### src/verilog/spov_defs.svh
// Purpose: constants for the serial port overflow and enable block
// Assumes: one 100 MHz clock, byte-wide transfers
// Notes: bit positions follow the control register layout
`ifndef SPOV_DEFS_SVH
`define SPOV_DEFS_SVH
`define SPOV_OVF_BIT 6
`define SPOV_EN_BIT 5
`define SPOV_BYTE_W 8
`define SPOV_FIFO_DEPTH 16
`define SPOV_FIFO_AW 4
`define SPOV_BUF_RESET 8'h00
`endif

### src/verilog/spov_pkg.sv
// Purpose: types for the serial port overflow and enable block
// Assumes: constants come from spov_defs.svh
// Notes: modes and pin groups travel as packed types
`include "spov_defs.svh"
package spov_pkg;
  typedef enum logic {spov_mode_spi, spov_mode_i2c} spov_mode_t;
  // pin triple: input, output, output enable
  typedef struct packed
  {
    logic in;
    logic out;
    logic oe;
  } spov_pin_t;
  // general-purpose side of a pin
  typedef struct packed
  {
    logic out;
    logic oe;
  } spov_gpio_t;
endpackage : spov_pkg

### src/verilog/spov_fifo.sv
// Purpose: small byte fifo with valid/ready on both sides
// Assumes: single clock, synchronous reset
// Notes: read data comes from a register
`timescale 1ns/100ps
`default_nettype none
module spov_fifo #(
  parameter int W = 8,
  parameter int D = 16,
  parameter int AW = 4
)(
  // clock and reset
  input wire logic mclk,
  input wire logic reset,
  // fill side
  input wire logic in_valid,
  output logic in_ready,
  input wire logic [W-1:0] in_data,
  // drain side
  output logic out_valid,
  input wire logic out_ready,
  output logic [W-1:0] out_data
);
  typedef struct packed
  {
    logic [AW-1:0] wp;
    logic [AW-1:0] rp;
    logic [AW:0] cnt;
    logic [W-1:0] dout;
    logic dvalid;
  } spov_fifo_st_t;
  spov_fifo_st_t s_reg, s_next;
  logic [W-1:0] mem [D];
  logic push, pop, load;
  // storage written outside the state struct, memories do not pack well
  always_ff @(posedge mclk)
  begin
    if (push)
    begin
      mem[s_reg.wp] <= in_data;
    end
  end
  assign in_ready = (s_reg.cnt != (AW+1)'(D));
  assign out_valid = s_reg.dvalid;
  assign out_data = s_reg.dout;
  assign push = in_valid && in_ready;
  // output register refills whenever it is empty or being taken
  assign load = (s_reg.cnt != '0) && (!s_reg.dvalid || out_ready);
  assign pop = load;
  // next state
  always_comb
  begin
    s_next = s_reg;
    if (push)
    begin
      s_next.wp = s_reg.wp + 1'b1;
    end
    if (load)
    begin
      s_next.dout = mem[s_reg.rp];
      s_next.rp = s_reg.rp + 1'b1;
      s_next.dvalid = 1'b1;
    end
    else if (out_ready)
    begin
      s_next.dvalid = 1'b0;
    end
    if (push && !pop)
    begin
      s_next.cnt = s_reg.cnt + 1'b1;
    end
    else if (pop && !push)
    begin
      s_next.cnt = s_reg.cnt - 1'b1;
    end
  end
  // state register
  always_ff @(posedge mclk)
  begin
    if (reset)
    begin
      s_reg <= '0;
    end
    else
    begin
      s_reg <= s_next;
    end
  end
endmodule : spov_fifo
`default_nettype wire

### src/verilog/spov_port.sv
// Purpose: receive overflow flag and port enable of a synchronous serial port
// Assumes: shift logic outside delivers complete bytes as one-cycle strobes
// Notes: received bytes pass a 16-word fifo before the transfer buffer
// How it works
// - spi slave byte into full buffer sets overflow
// - overflowed byte is dropped, buffer kept
// - overflow only raised in spi slave or i2c receive role
// - master transfers start on buffer write only
// - i2c receive byte into full buffer sets overflow
// - flag cleared only by reset or by software writing zero
`include "spov_defs.svh"
`timescale 1ns/100ps
`default_nettype none
module spov_port (
  // clock and reset
  input wire logic mclk,
  input wire logic reset,
  // configuration
  input wire logic port_enable_bit,
  input wire spov_pkg::spov_mode_t mode,
  input wire logic spi_master,
  input wire logic i2c_transmit,
  // overflow flag control: write strobe with data bit
  input wire logic flag_wr,
  input wire logic flag_wdata,
  output logic receive_overflow_flag,
  // shift register side
  input wire logic rx_done,
  input wire logic [`SPOV_BYTE_W-1:0] shift_register,
  output logic tx_start,
  output logic [`SPOV_BYTE_W-1:0] tx_data,
  // software buffer access
  input wire logic buf_wr,
  input wire logic [`SPOV_BYTE_W-1:0] buf_wdata,
  input wire logic buf_rd,
  output logic [`SPOV_BYTE_W-1:0] transfer_buffer,
  output logic buf_full,
  output logic rx_ready,
  // serial engine pins seen by the port
  output logic [2:0] eng_in,
  input wire logic [2:0] eng_out,
  input wire logic [2:0] eng_oe,
  // general-purpose pin drivers
  input wire spov_pkg::spov_gpio_t [2:0] gpio,
  output logic [2:0] gpio_in,
  // physical pins: 0 clock/scl, 1 data-out/sda, 2 data-in
  input wire logic [2:0] pin_in,
  output logic [2:0] pin_out,
  output logic [2:0] pin_oe
);
  import spov_pkg::*;
  // all state of the port except the pin synchroniser flops and the receive fifo lives in one struct:
  // ovf is the software-visible receive overflow flag
  // full marks unread data in the transfer buffer
  // buf_data is the transfer buffer as software reads it
  // start and txd hand a master transfer to the shift logic
  // pout and poe are the registered pad drivers
  // eng_in and gpio_in are the synchronised pad levels per owner
  // the pad side is registered so the mux never glitches the pins
  // when the enable changes in the middle of a cycle
  typedef struct packed
  {
    logic ovf;
    logic full;
    logic [`SPOV_BYTE_W-1:0] buf_data;
    logic start;
    logic [`SPOV_BYTE_W-1:0] txd;
    logic [2:0] pout;
    logic [2:0] poe;
    logic [2:0] eng_in;
    logic [2:0] gpio_in;
  } spov_st_t;
  spov_st_t s_reg, s_next;
  logic [2:0] sync1_reg, sync2_reg;
  logic f_valid, f_ready, q_valid, q_ready;
  logic [`SPOV_BYTE_W-1:0] q_data;
  logic overflow_ev;
  logic slave_rx;
  // a byte counts for overflow only in spi slave or i2c receive
  assign slave_rx = (mode == spov_mode_spi) ? !spi_master : !i2c_transmit;
  // overflow when a byte lands while the buffer still holds unread data
  assign overflow_ev = port_enable_bit && rx_done && slave_rx && s_reg.full;
  // incoming bytes only enter the fifo when they do not overflow
  assign f_valid = port_enable_bit && rx_done && !overflow_ev;
  // buffer takes a fifo word once software has read the previous one
  assign q_ready = !s_reg.full || buf_rd;
  // pads change with no relation to mclk, so two flops guard them
  // against metastability; the extra latency is two cycles, which
  // is far below any serial bit time this port can see
  // pin synchroniser, first stage read only by the second
  always_ff @(posedge mclk)
  begin
    if (reset)
    begin
      sync1_reg <= '0;
      sync2_reg <= '0;
    end
    else
    begin
      sync1_reg <= pin_in;
      sync2_reg <= sync1_reg;
    end
  end
  // receive queue between the shift logic and the transfer buffer;
  // in master or i2c transmit roles bytes wait here without flagging,
  // and when it fills rx_ready drops so the shift logic must stall
  // limitation: overflow looks only at the buffer, not at this queue
  spov_fifo #(
    .W(`SPOV_BYTE_W),
    .D(`SPOV_FIFO_DEPTH),
    .AW(`SPOV_FIFO_AW)
  ) u_fifo (
    .mclk(mclk),
    .reset(reset),
    .in_valid(f_valid),
    .in_ready(f_ready),
    .in_data(shift_register),
    .out_valid(q_valid),
    .out_ready(q_ready),
    .out_data(q_data)
  );
  // next state
  always_comb
  begin
    s_next = s_reg;
    s_next.start = 1'b0;
    // software read frees the buffer; full is what relies on
    if (buf_rd)
    begin
      s_next.full = 1'b0;
    end
    if (q_valid && q_ready)
    begin
      s_next.buf_data = q_data;
      s_next.full = 1'b1;
    end
    // master transfer only begins with a buffer write
    if (buf_wr && port_enable_bit && mode == spov_mode_spi && spi_master)
    begin
      s_next.start = 1'b1;
      s_next.txd = buf_wdata;
    end
    else if (buf_wr)
    begin
      s_next.txd = buf_wdata;
    end
    // clear by writing zero; a same-cycle event wins
    if (flag_wr && !flag_wdata)
    begin
      s_next.ovf = 1'b0;
    end
    else if (flag_wr && flag_wdata)
    begin
      s_next.ovf = 1'b1;
    end
    if (overflow_ev)
    begin
      s_next.ovf = 1'b1;
    end
    // pin mux: port owns pins when enabled, else gpio
    if (port_enable_bit)
    begin
      s_next.pout = eng_out;
      s_next.poe = (mode == spov_mode_i2c) ? (eng_oe & 3'h3) : eng_oe;
      s_next.eng_in = (mode == spov_mode_i2c) ? (sync2_reg & 3'h3) : sync2_reg;
      s_next.gpio_in = '0;
    end
    else
    begin
      for (int i = 0; i < 3; i++)
      begin
        s_next.pout[i] = gpio[i].out;
        s_next.poe[i] = gpio[i].oe;
      end
      s_next.eng_in = '0;
      s_next.gpio_in = sync2_reg;
    end
  end
  // state register
  always_ff @(posedge mclk)
  begin
    if (reset)
    begin
      s_reg <= '0;
    end
    else
    begin
      s_reg <= s_next;
    end
  end
  // outputs
  // every data output comes straight from the state register,
  // only rx_ready is combinational as it is a handshake signal
  // flag and buffer as software sees them
  assign receive_overflow_flag = s_reg.ovf;
  assign transfer_buffer = s_reg.buf_data;
  assign buf_full = s_reg.full;
  // queue space towards the shift logic
  assign rx_ready = f_ready;
  // master transfer request, one cycle wide
  assign tx_start = s_reg.start;
  assign tx_data = s_reg.txd;
  // pad drivers and the two input views
  assign pin_out = s_reg.pout;
  assign pin_oe = s_reg.poe;
  assign eng_in = s_reg.eng_in;
  assign gpio_in = s_reg.gpio_in;
endmodule : spov_port
`default_nettype wire

### config.mk
export PLATFORM = sky130hd
export DESIGN_NAME = spov_port
export DESIGN_NICKNAME = d
export VERILOG_FILES = /design/src/verilog/spov_pkg.sv /design/src/verilog/spov_fifo.sv /design/src/verilog/spov_port.sv
export VERILOG_INCLUDE_DIRS = /design/src /design/src/verilog
export SDC_FILE = /design/constraint.sdc
export NUM_CORES = 1
export LEC_CHECK = 0
export BUFFER_PORTS_ARGS = -buffer_cell sky130_fd_sc_hd__buf_2
export CAP_MARGIN = 20
export CORE_ASPECT_RATIO = 0.7
export CORE_MARGIN = 5
export CORE_UTILIZATION = 35
export CTS_BUF_LIST = sky130_fd_sc_hd__clkbuf_4
export DETAILED_ROUTE_END_ITERATION = 12
export HOLD_SLACK_MARGIN = 0.15
export PLACE_DENSITY = 0.59
export RECOVER_POWER = 100
export SYNTH_ARGS = -nofsm -noshare
export SYNTH_HDL_FRONTEND = slang
export SYNTH_SLANG_ARGS = --single-unit
### constraint.sdc
create_clock -name mclk -period 2.9 [get_ports mclk]
set_input_delay 0.145 -clock mclk [delete_from_list [all_inputs] [get_ports mclk]]
set_output_delay 0.145 -clock mclk [all_outputs]
set_load 0.03 [all_outputs]
==> After elaboration in Yosys (flattened, before gate mapping) <==
Memory sizes are Yosys's and may differ from the RTL's. A register that Yosys moved wholly into a read port is not among the register bits.
Index checks and enable logic that the tools add are counted.
{ "op_classes": {"n_addsub": 4, "muxes": 18, "n_bitwise": 2, "reduce_logical": 33, "n_eq_ne": 1} }
{ "ops": {"columns": ["cell", "n"], "rows": [
  ["$mux W8", 2],
  ["$logic_and A1 B1 Y1", 14],
  ["$mux W12", 1],
  ["$mux W1", 10],
  ["$mux W5", 2],
  ["$mux W9", 1],
  ["$add A4 B1 Y4 const B", 2],
  ["$logic_not A1 Y1", 8],
  ["$reduce_bool A2 Y1", 4],
  ["$mux W3", 2],
  ["$add A5 B1 Y5 const B", 1],
  ["$ne A5 B5 Y1 const B", 1],
  ["$reduce_bool A5 Y1", 1],
  ["$sub A5 B1 Y5 const B", 1],
  ["$reduce_or A2 Y1", 2],
  ["$reduce_bool A3 Y1", 1],
  ["$reduce_or A3 Y1", 1],
  ["$logic_or A1 B1 Y1", 2],
  ["$not A1 Y1", 2]
]} }
{ "word_totals": {"mem_bits_rw": 128, "n_memories": 1, "out_inout_bits": 32, "ff_bits": 51} }
{ "mem_list": {"columns": ["memory", "depth", "width", "rd", "rd_ports_with_merged_regs", "wr", "line_no", "text"], "rows": [
  ["u_fifo.mem", 16, 8, 1, 1, 1, "spov_fifo.sv:32", "logic [W-1:0] mem [D];"]
]} }

==> Logic depth before layout (Yosys ltp) <==
{ "depth": {"ltp_word": 11, "mapped_depth": 12, "ltp_nobuf": 10} }

==> Modules after synthesis <==
A second synthesis with hierarchy kept.
{ "unflattened": {"cells_unflattened": 489, "hier_area_um2": 7418.4} }
{ "modules_own_cells": {"columns": ["module", "cells_per_inst", "n_inst", "area_each_um2"], "rows": [
  ["spov_fifo", 365, 1, 6048.3],
  ["spov_port", 124, 1, 1370.1]
]} }

==> Least setup slack after synthesis <==
No wires, ideal clock.
{ "synth_path": {"path_type": "flip-flop to flip-flop", "startpoint": "register u_fifo.s_reg[9] (netlist bit)", "endpoint": "register u_fifo.s_reg[13] (netlist bit)", "stages_incl_launch_ff": 13, "period_less_slack_ns": 3.028, "path_buffers": 2, "path_slack_ns": -0.128, "arrival_time_ns": 2.907, "cell_sequence": "dfxtp_1 -> or4_4 -> o21a_1 -> buf_6 -> buf_12 -> inv_1 -> ha_1 -> inv_1 -> fa_1 -> a21o_1 -> a21oi_1 -> mux2i_1 -> mux2_2"} }
{ "synth_via": {"elab_chain_len": 5, "word_cells_on_any_way": 13, "classes_between": "add/sub: 2; eq/ne: 1; mux: 2; reduce/logical: 8"} }
{ "synth_lines": {"columns": ["item", "line_no", "text"], "rows": [
  ["start: declaration", "spov_fifo.sv:31", "spov_fifo_st_t s_reg, s_next;"],
  ["start signal: assignment", "spov_fifo.sv:85", "s_reg <= s_next;"],
  ["parallel branches: the longest is 5 deep, another holds $sub A5 B1 Y5", null, null]
]} }
Several ways; the timed one is not identified. The select of a mux whose other input is x is not followed.
A chain may end at the register's enable or synchronous reset.

==> Worst setup path in the final report <==
{ "layout_path": {"startpoint": "register u_fifo.s_reg[10] (netlist bit)", "endpoint": "register u_fifo.s_reg[13] (netlist bit)"} }
The elaborated chain is that of the path after synthesis.

==> key figures <==
Final layout
  • Max FFs per register: 128
  • Synth-to-layout area growth: 20.09%
  • Nets: 663
  • Final Non-Filler Cells: 900
  • Antenna Cells: 0
  • Fillers: 1877
  • Post-layout util: 0.4256
  • Share of cells above drive strength 1: 0.1667

Critical path
  • Buffers and inverters on the worst path: 2
  • CP peak stage delay: 0.54 ns
  • Max Fanout on Critical Path: 5
  • Worst EP arrival: 3.25 ns
  • Critical path endpoint category: flip-flop
  • Critical Path Source Type: flip-flop
  • CP top delay family: multiplexers
  • Critical Path RT: 3.35 ns
  • Critical path class: reg2reg
  • Crit-path slowest cell: or4_4
  • Cells along the critical path: or4_4 > o21a_1 > inv_1 > ha_2 > inv_2 > fa_2 > a21o_1 > a21oi_2 > mux2i_1 > mux2_2

Outcome
  • Status: complete, but fails checks
  • Failing checks: capacitance limit, slew limit

Synthesis
  • Synth top area share: 0.5253
  • Asr flop ratio synth: 0
  • Number of synthesized flops with an enable pin: 128
  • Post-Syn Nets: 528
  • Number of distinct library cells after synthesis: 47
  • Synth warn: 0
  • Main synth FF type: edfxtp_1
  • Area leader, netlist: edfxtp_1
  • Mapped Cells: 476
  • Synth top area cells: edfxtp_1 53%, dfxtp_1 16%, mux2i_1 7.9%
  • Average cell area after synthesis: around 15 µm²
  • Flop and latch count out of synthesis: 187
  • Sequential area share after synthesis: 0.6867
  • Synth Cell Area: 0.007317 mm²

Route
  • Routed len/inst: around 19 µm
  • ANT nets after route: 0
  • DRT iter0 DRCs: 342
  • Drt first pass iters: 5
  • Vias per cell: 4.912
  • DRC viols: 0
  • Vias: approximately 4400
  • Final wirelength: approximately 17000 µm

Global routing
  • Initial antenna violation count: 0
  • Vias in the first global route: 4410
  • Total GRT Usage: 0.1409
  • GR Util met3: 0.03459
  • Largest net degree at the start of global routing: 36
  • Layer with the highest usage: met2
  • Met2 GRT Util: 0.2249
  • First-pass GRT wire length: 25200 µm
  • Overflow left after global routing: 0
  • Met1 Usage GRT: 0.1945

STA
  • Final Critical Period: 2.794 ns
  • Final TNS setup: 0 ns
  • Slew margin rel.: -0.1657
  • Final WS setup: 0.1060 ns
  • Fin crit share: 0.9635
  • Slew Limit Fails: 36
  • Tightest Pin Transition: 1.749 ns
  • F_max: 357.9 MHz
  • Hold Vio Cnt, Final: 0
  • RSZ-0062 raised after global routing: no
  • Clock skew: 0.01936 ns
  • Final setup viols: 0

Clock tree
  • Worst skew pair latency: 0.55 ns
  • CTS tree: built
  • Clock root buffer: clkbuf_4
  • TritonCTS sink count: 187
  • Reg clk slew, reported paths: between 0.1 and 0.15 ns
  • CTS Buf Count: 17
  • H-tree Lvls: 4
  • Max Root-Sink Buffers: 2

Floorplan
  • Core region area: 0.02064 mm²
  • Total I/O pin count: 74
  • Cell Rows: 44
  • Starting density of the core: 0.3544
  • Die area: 0.02394 mm²
  • Die H: 131.0 µm
  • Die Width: 182.8 µm

Power
  • Pwr/cell area: slightly below 700 mW/mm²
  • Total Power: ~6.1 mW
  • Cell leakage power: 3.097 nW
  • Maximum VDD drop: roughly 0.28 mV

Placed design
  • Post-DP HPWL: 10920 µm
  • IO Port Bufs: 73
  • DP Worst Slack: about 0.13 ns
  • Placed Cells: about 810
  • Routability cong.: 0.7207

Hold path
  • Hold crit path type: in2reg

Job
  • Maxcap violations: 1
[kinds of logic after synthesis]
family,synth area share
simple gates,0.07627
mux,0.1301
xor+xnor,0.007182
flops,0.6867
buf+inv,0.02155
fa+ha+maj,0.01813
compound gates,0.06002
[Yosys cell counts, drive strengths merged (2+ instances only)]
| cell | count |
|---|---|
| nand3b | 4 |
| edfxtp | 128 |
| xnor2 | 2 |
| a21o | 2 |
| dfxtp | 59 |
| a311oi | 9 |
| a21oi | 10 |
| nor2b | 10 |
| or4 | 2 |
| nor2 | 55 |
| and3 | 17 |
| and3b | 2 |
| o31ai | 2 |
| o211ai | 2 |
| and2 | 5 |
| inv | 7 |
| ha | 9 |
| clkbuf | 10 |
| mux4 | 16 |
| nand2 | 3 |
| o22ai | 16 |
| o21ai | 3 |
| xor2 | 4 |
| nand3 | 5 |
| buf | 16 |
| a22oi | 8 |
| mux2i | 58 |
[metal layers]
metal	share of wire	up-vias	wire, µm
met2	0.48	106	8160
met4	0.010	0	174
li1	-	2080	-
met5	0	-	0
met3	0.046	17	775
met1	0.46	2218	7759
[timing repair]
action	in CTS	in global routing
hold endpoints to repair	171	0
hold buffers	61	0
gates resized for setup	0	2
setup buffers	0	0
endpoints found under the setup margin	0	1
[final timing paths]
kind,from,depth (start not counted),end,slack (ns)
worst max-delay path,u_fifo.s_reg[10],10,u_fifo.s_reg[13],0.11
worst min-delay path,mode,3,eng_in[2],0.35
worst max register to register,u_fifo.s_reg[10],10,u_fifo.s_reg[13],0.11
worst min register to register,sync1_reg[2],1,sync2_reg[2],0.46
[power breakdown]
group	switching, mW	total (mW)	internal (mW)	leakage (nW)
Clock	0.809	1.33	0.525	0.160
Combinational	0.901	1.61	0.708	1.30
Sequential	0.138	3.15	3.02	1.64
Total	1.85	6.10	4.25	3.10
[worst register-to-register path, cell delays in order (launching register included)]
cell and delay [ns]:
dfxtp_2 0.38, or4_4 0.54, o21a_1 0.21, inv_1 0.07
ha_2 0.18, inv_2 0.07, fa_2 0.36, a21o_1 0.18
a21oi_2 0.15, mux2i_1 0.22, mux2_2 0.35
[cell type report]
type	count	area, µm²	area share
flip-flops and latches	187	5029	0.5723
well taps	276	345.3	0.03930
clock buffers	20	150.1	0.01709
clock inverters	12	111.4	0.01267
multi-input cells	256	2150	0.2446
inverters	7	26.28	0.002990
repair buffers	142	975.9	0.1111
[placed cells by master (no fill, tap or decap), drive strengths merged, types with 3 or more instances in the layout]
cell type | Yosys | routed
dfxtp | 59 | 59
and2 | 5 | 5
a22oi | 8 | 8
and3 | 17 | 17
dlygate4sd3 | 0 | 61
a311oi | 9 | 9
nor2 | 55 | 55
edfxtp | 128 | 128
buf | 16 | 38
inv | 7 | 12
nand2 | 3 | 3
mux4 | 16 | 16
o22ai | 16 | 16
a21oi | 10 | 10
ha | 9 | 9
clkbuf | 10 | 63
clkinv | 0 | 4
o21ai | 3 | 3
xor2 | 4 | 4
nand3 | 5 | 5
nand3b | 4 | 4
mux2i | 58 | 58
nor2b | 10 | 10
[per-stage QoR]
| step | area [µm²] | hold slack [ns] |
|---|---|---|
| global route | 8787 | 0.3266 |
| global placement | 7969 | 0.3593 |
| CTS | 8841 | 0.2765 |
| detailed placement | 7969 | 0.3628 |
| finish | 8787 | 0.3543 |
| floorplan | 7328 | 0.2207 |
Power figures use the tool's default switching activity.
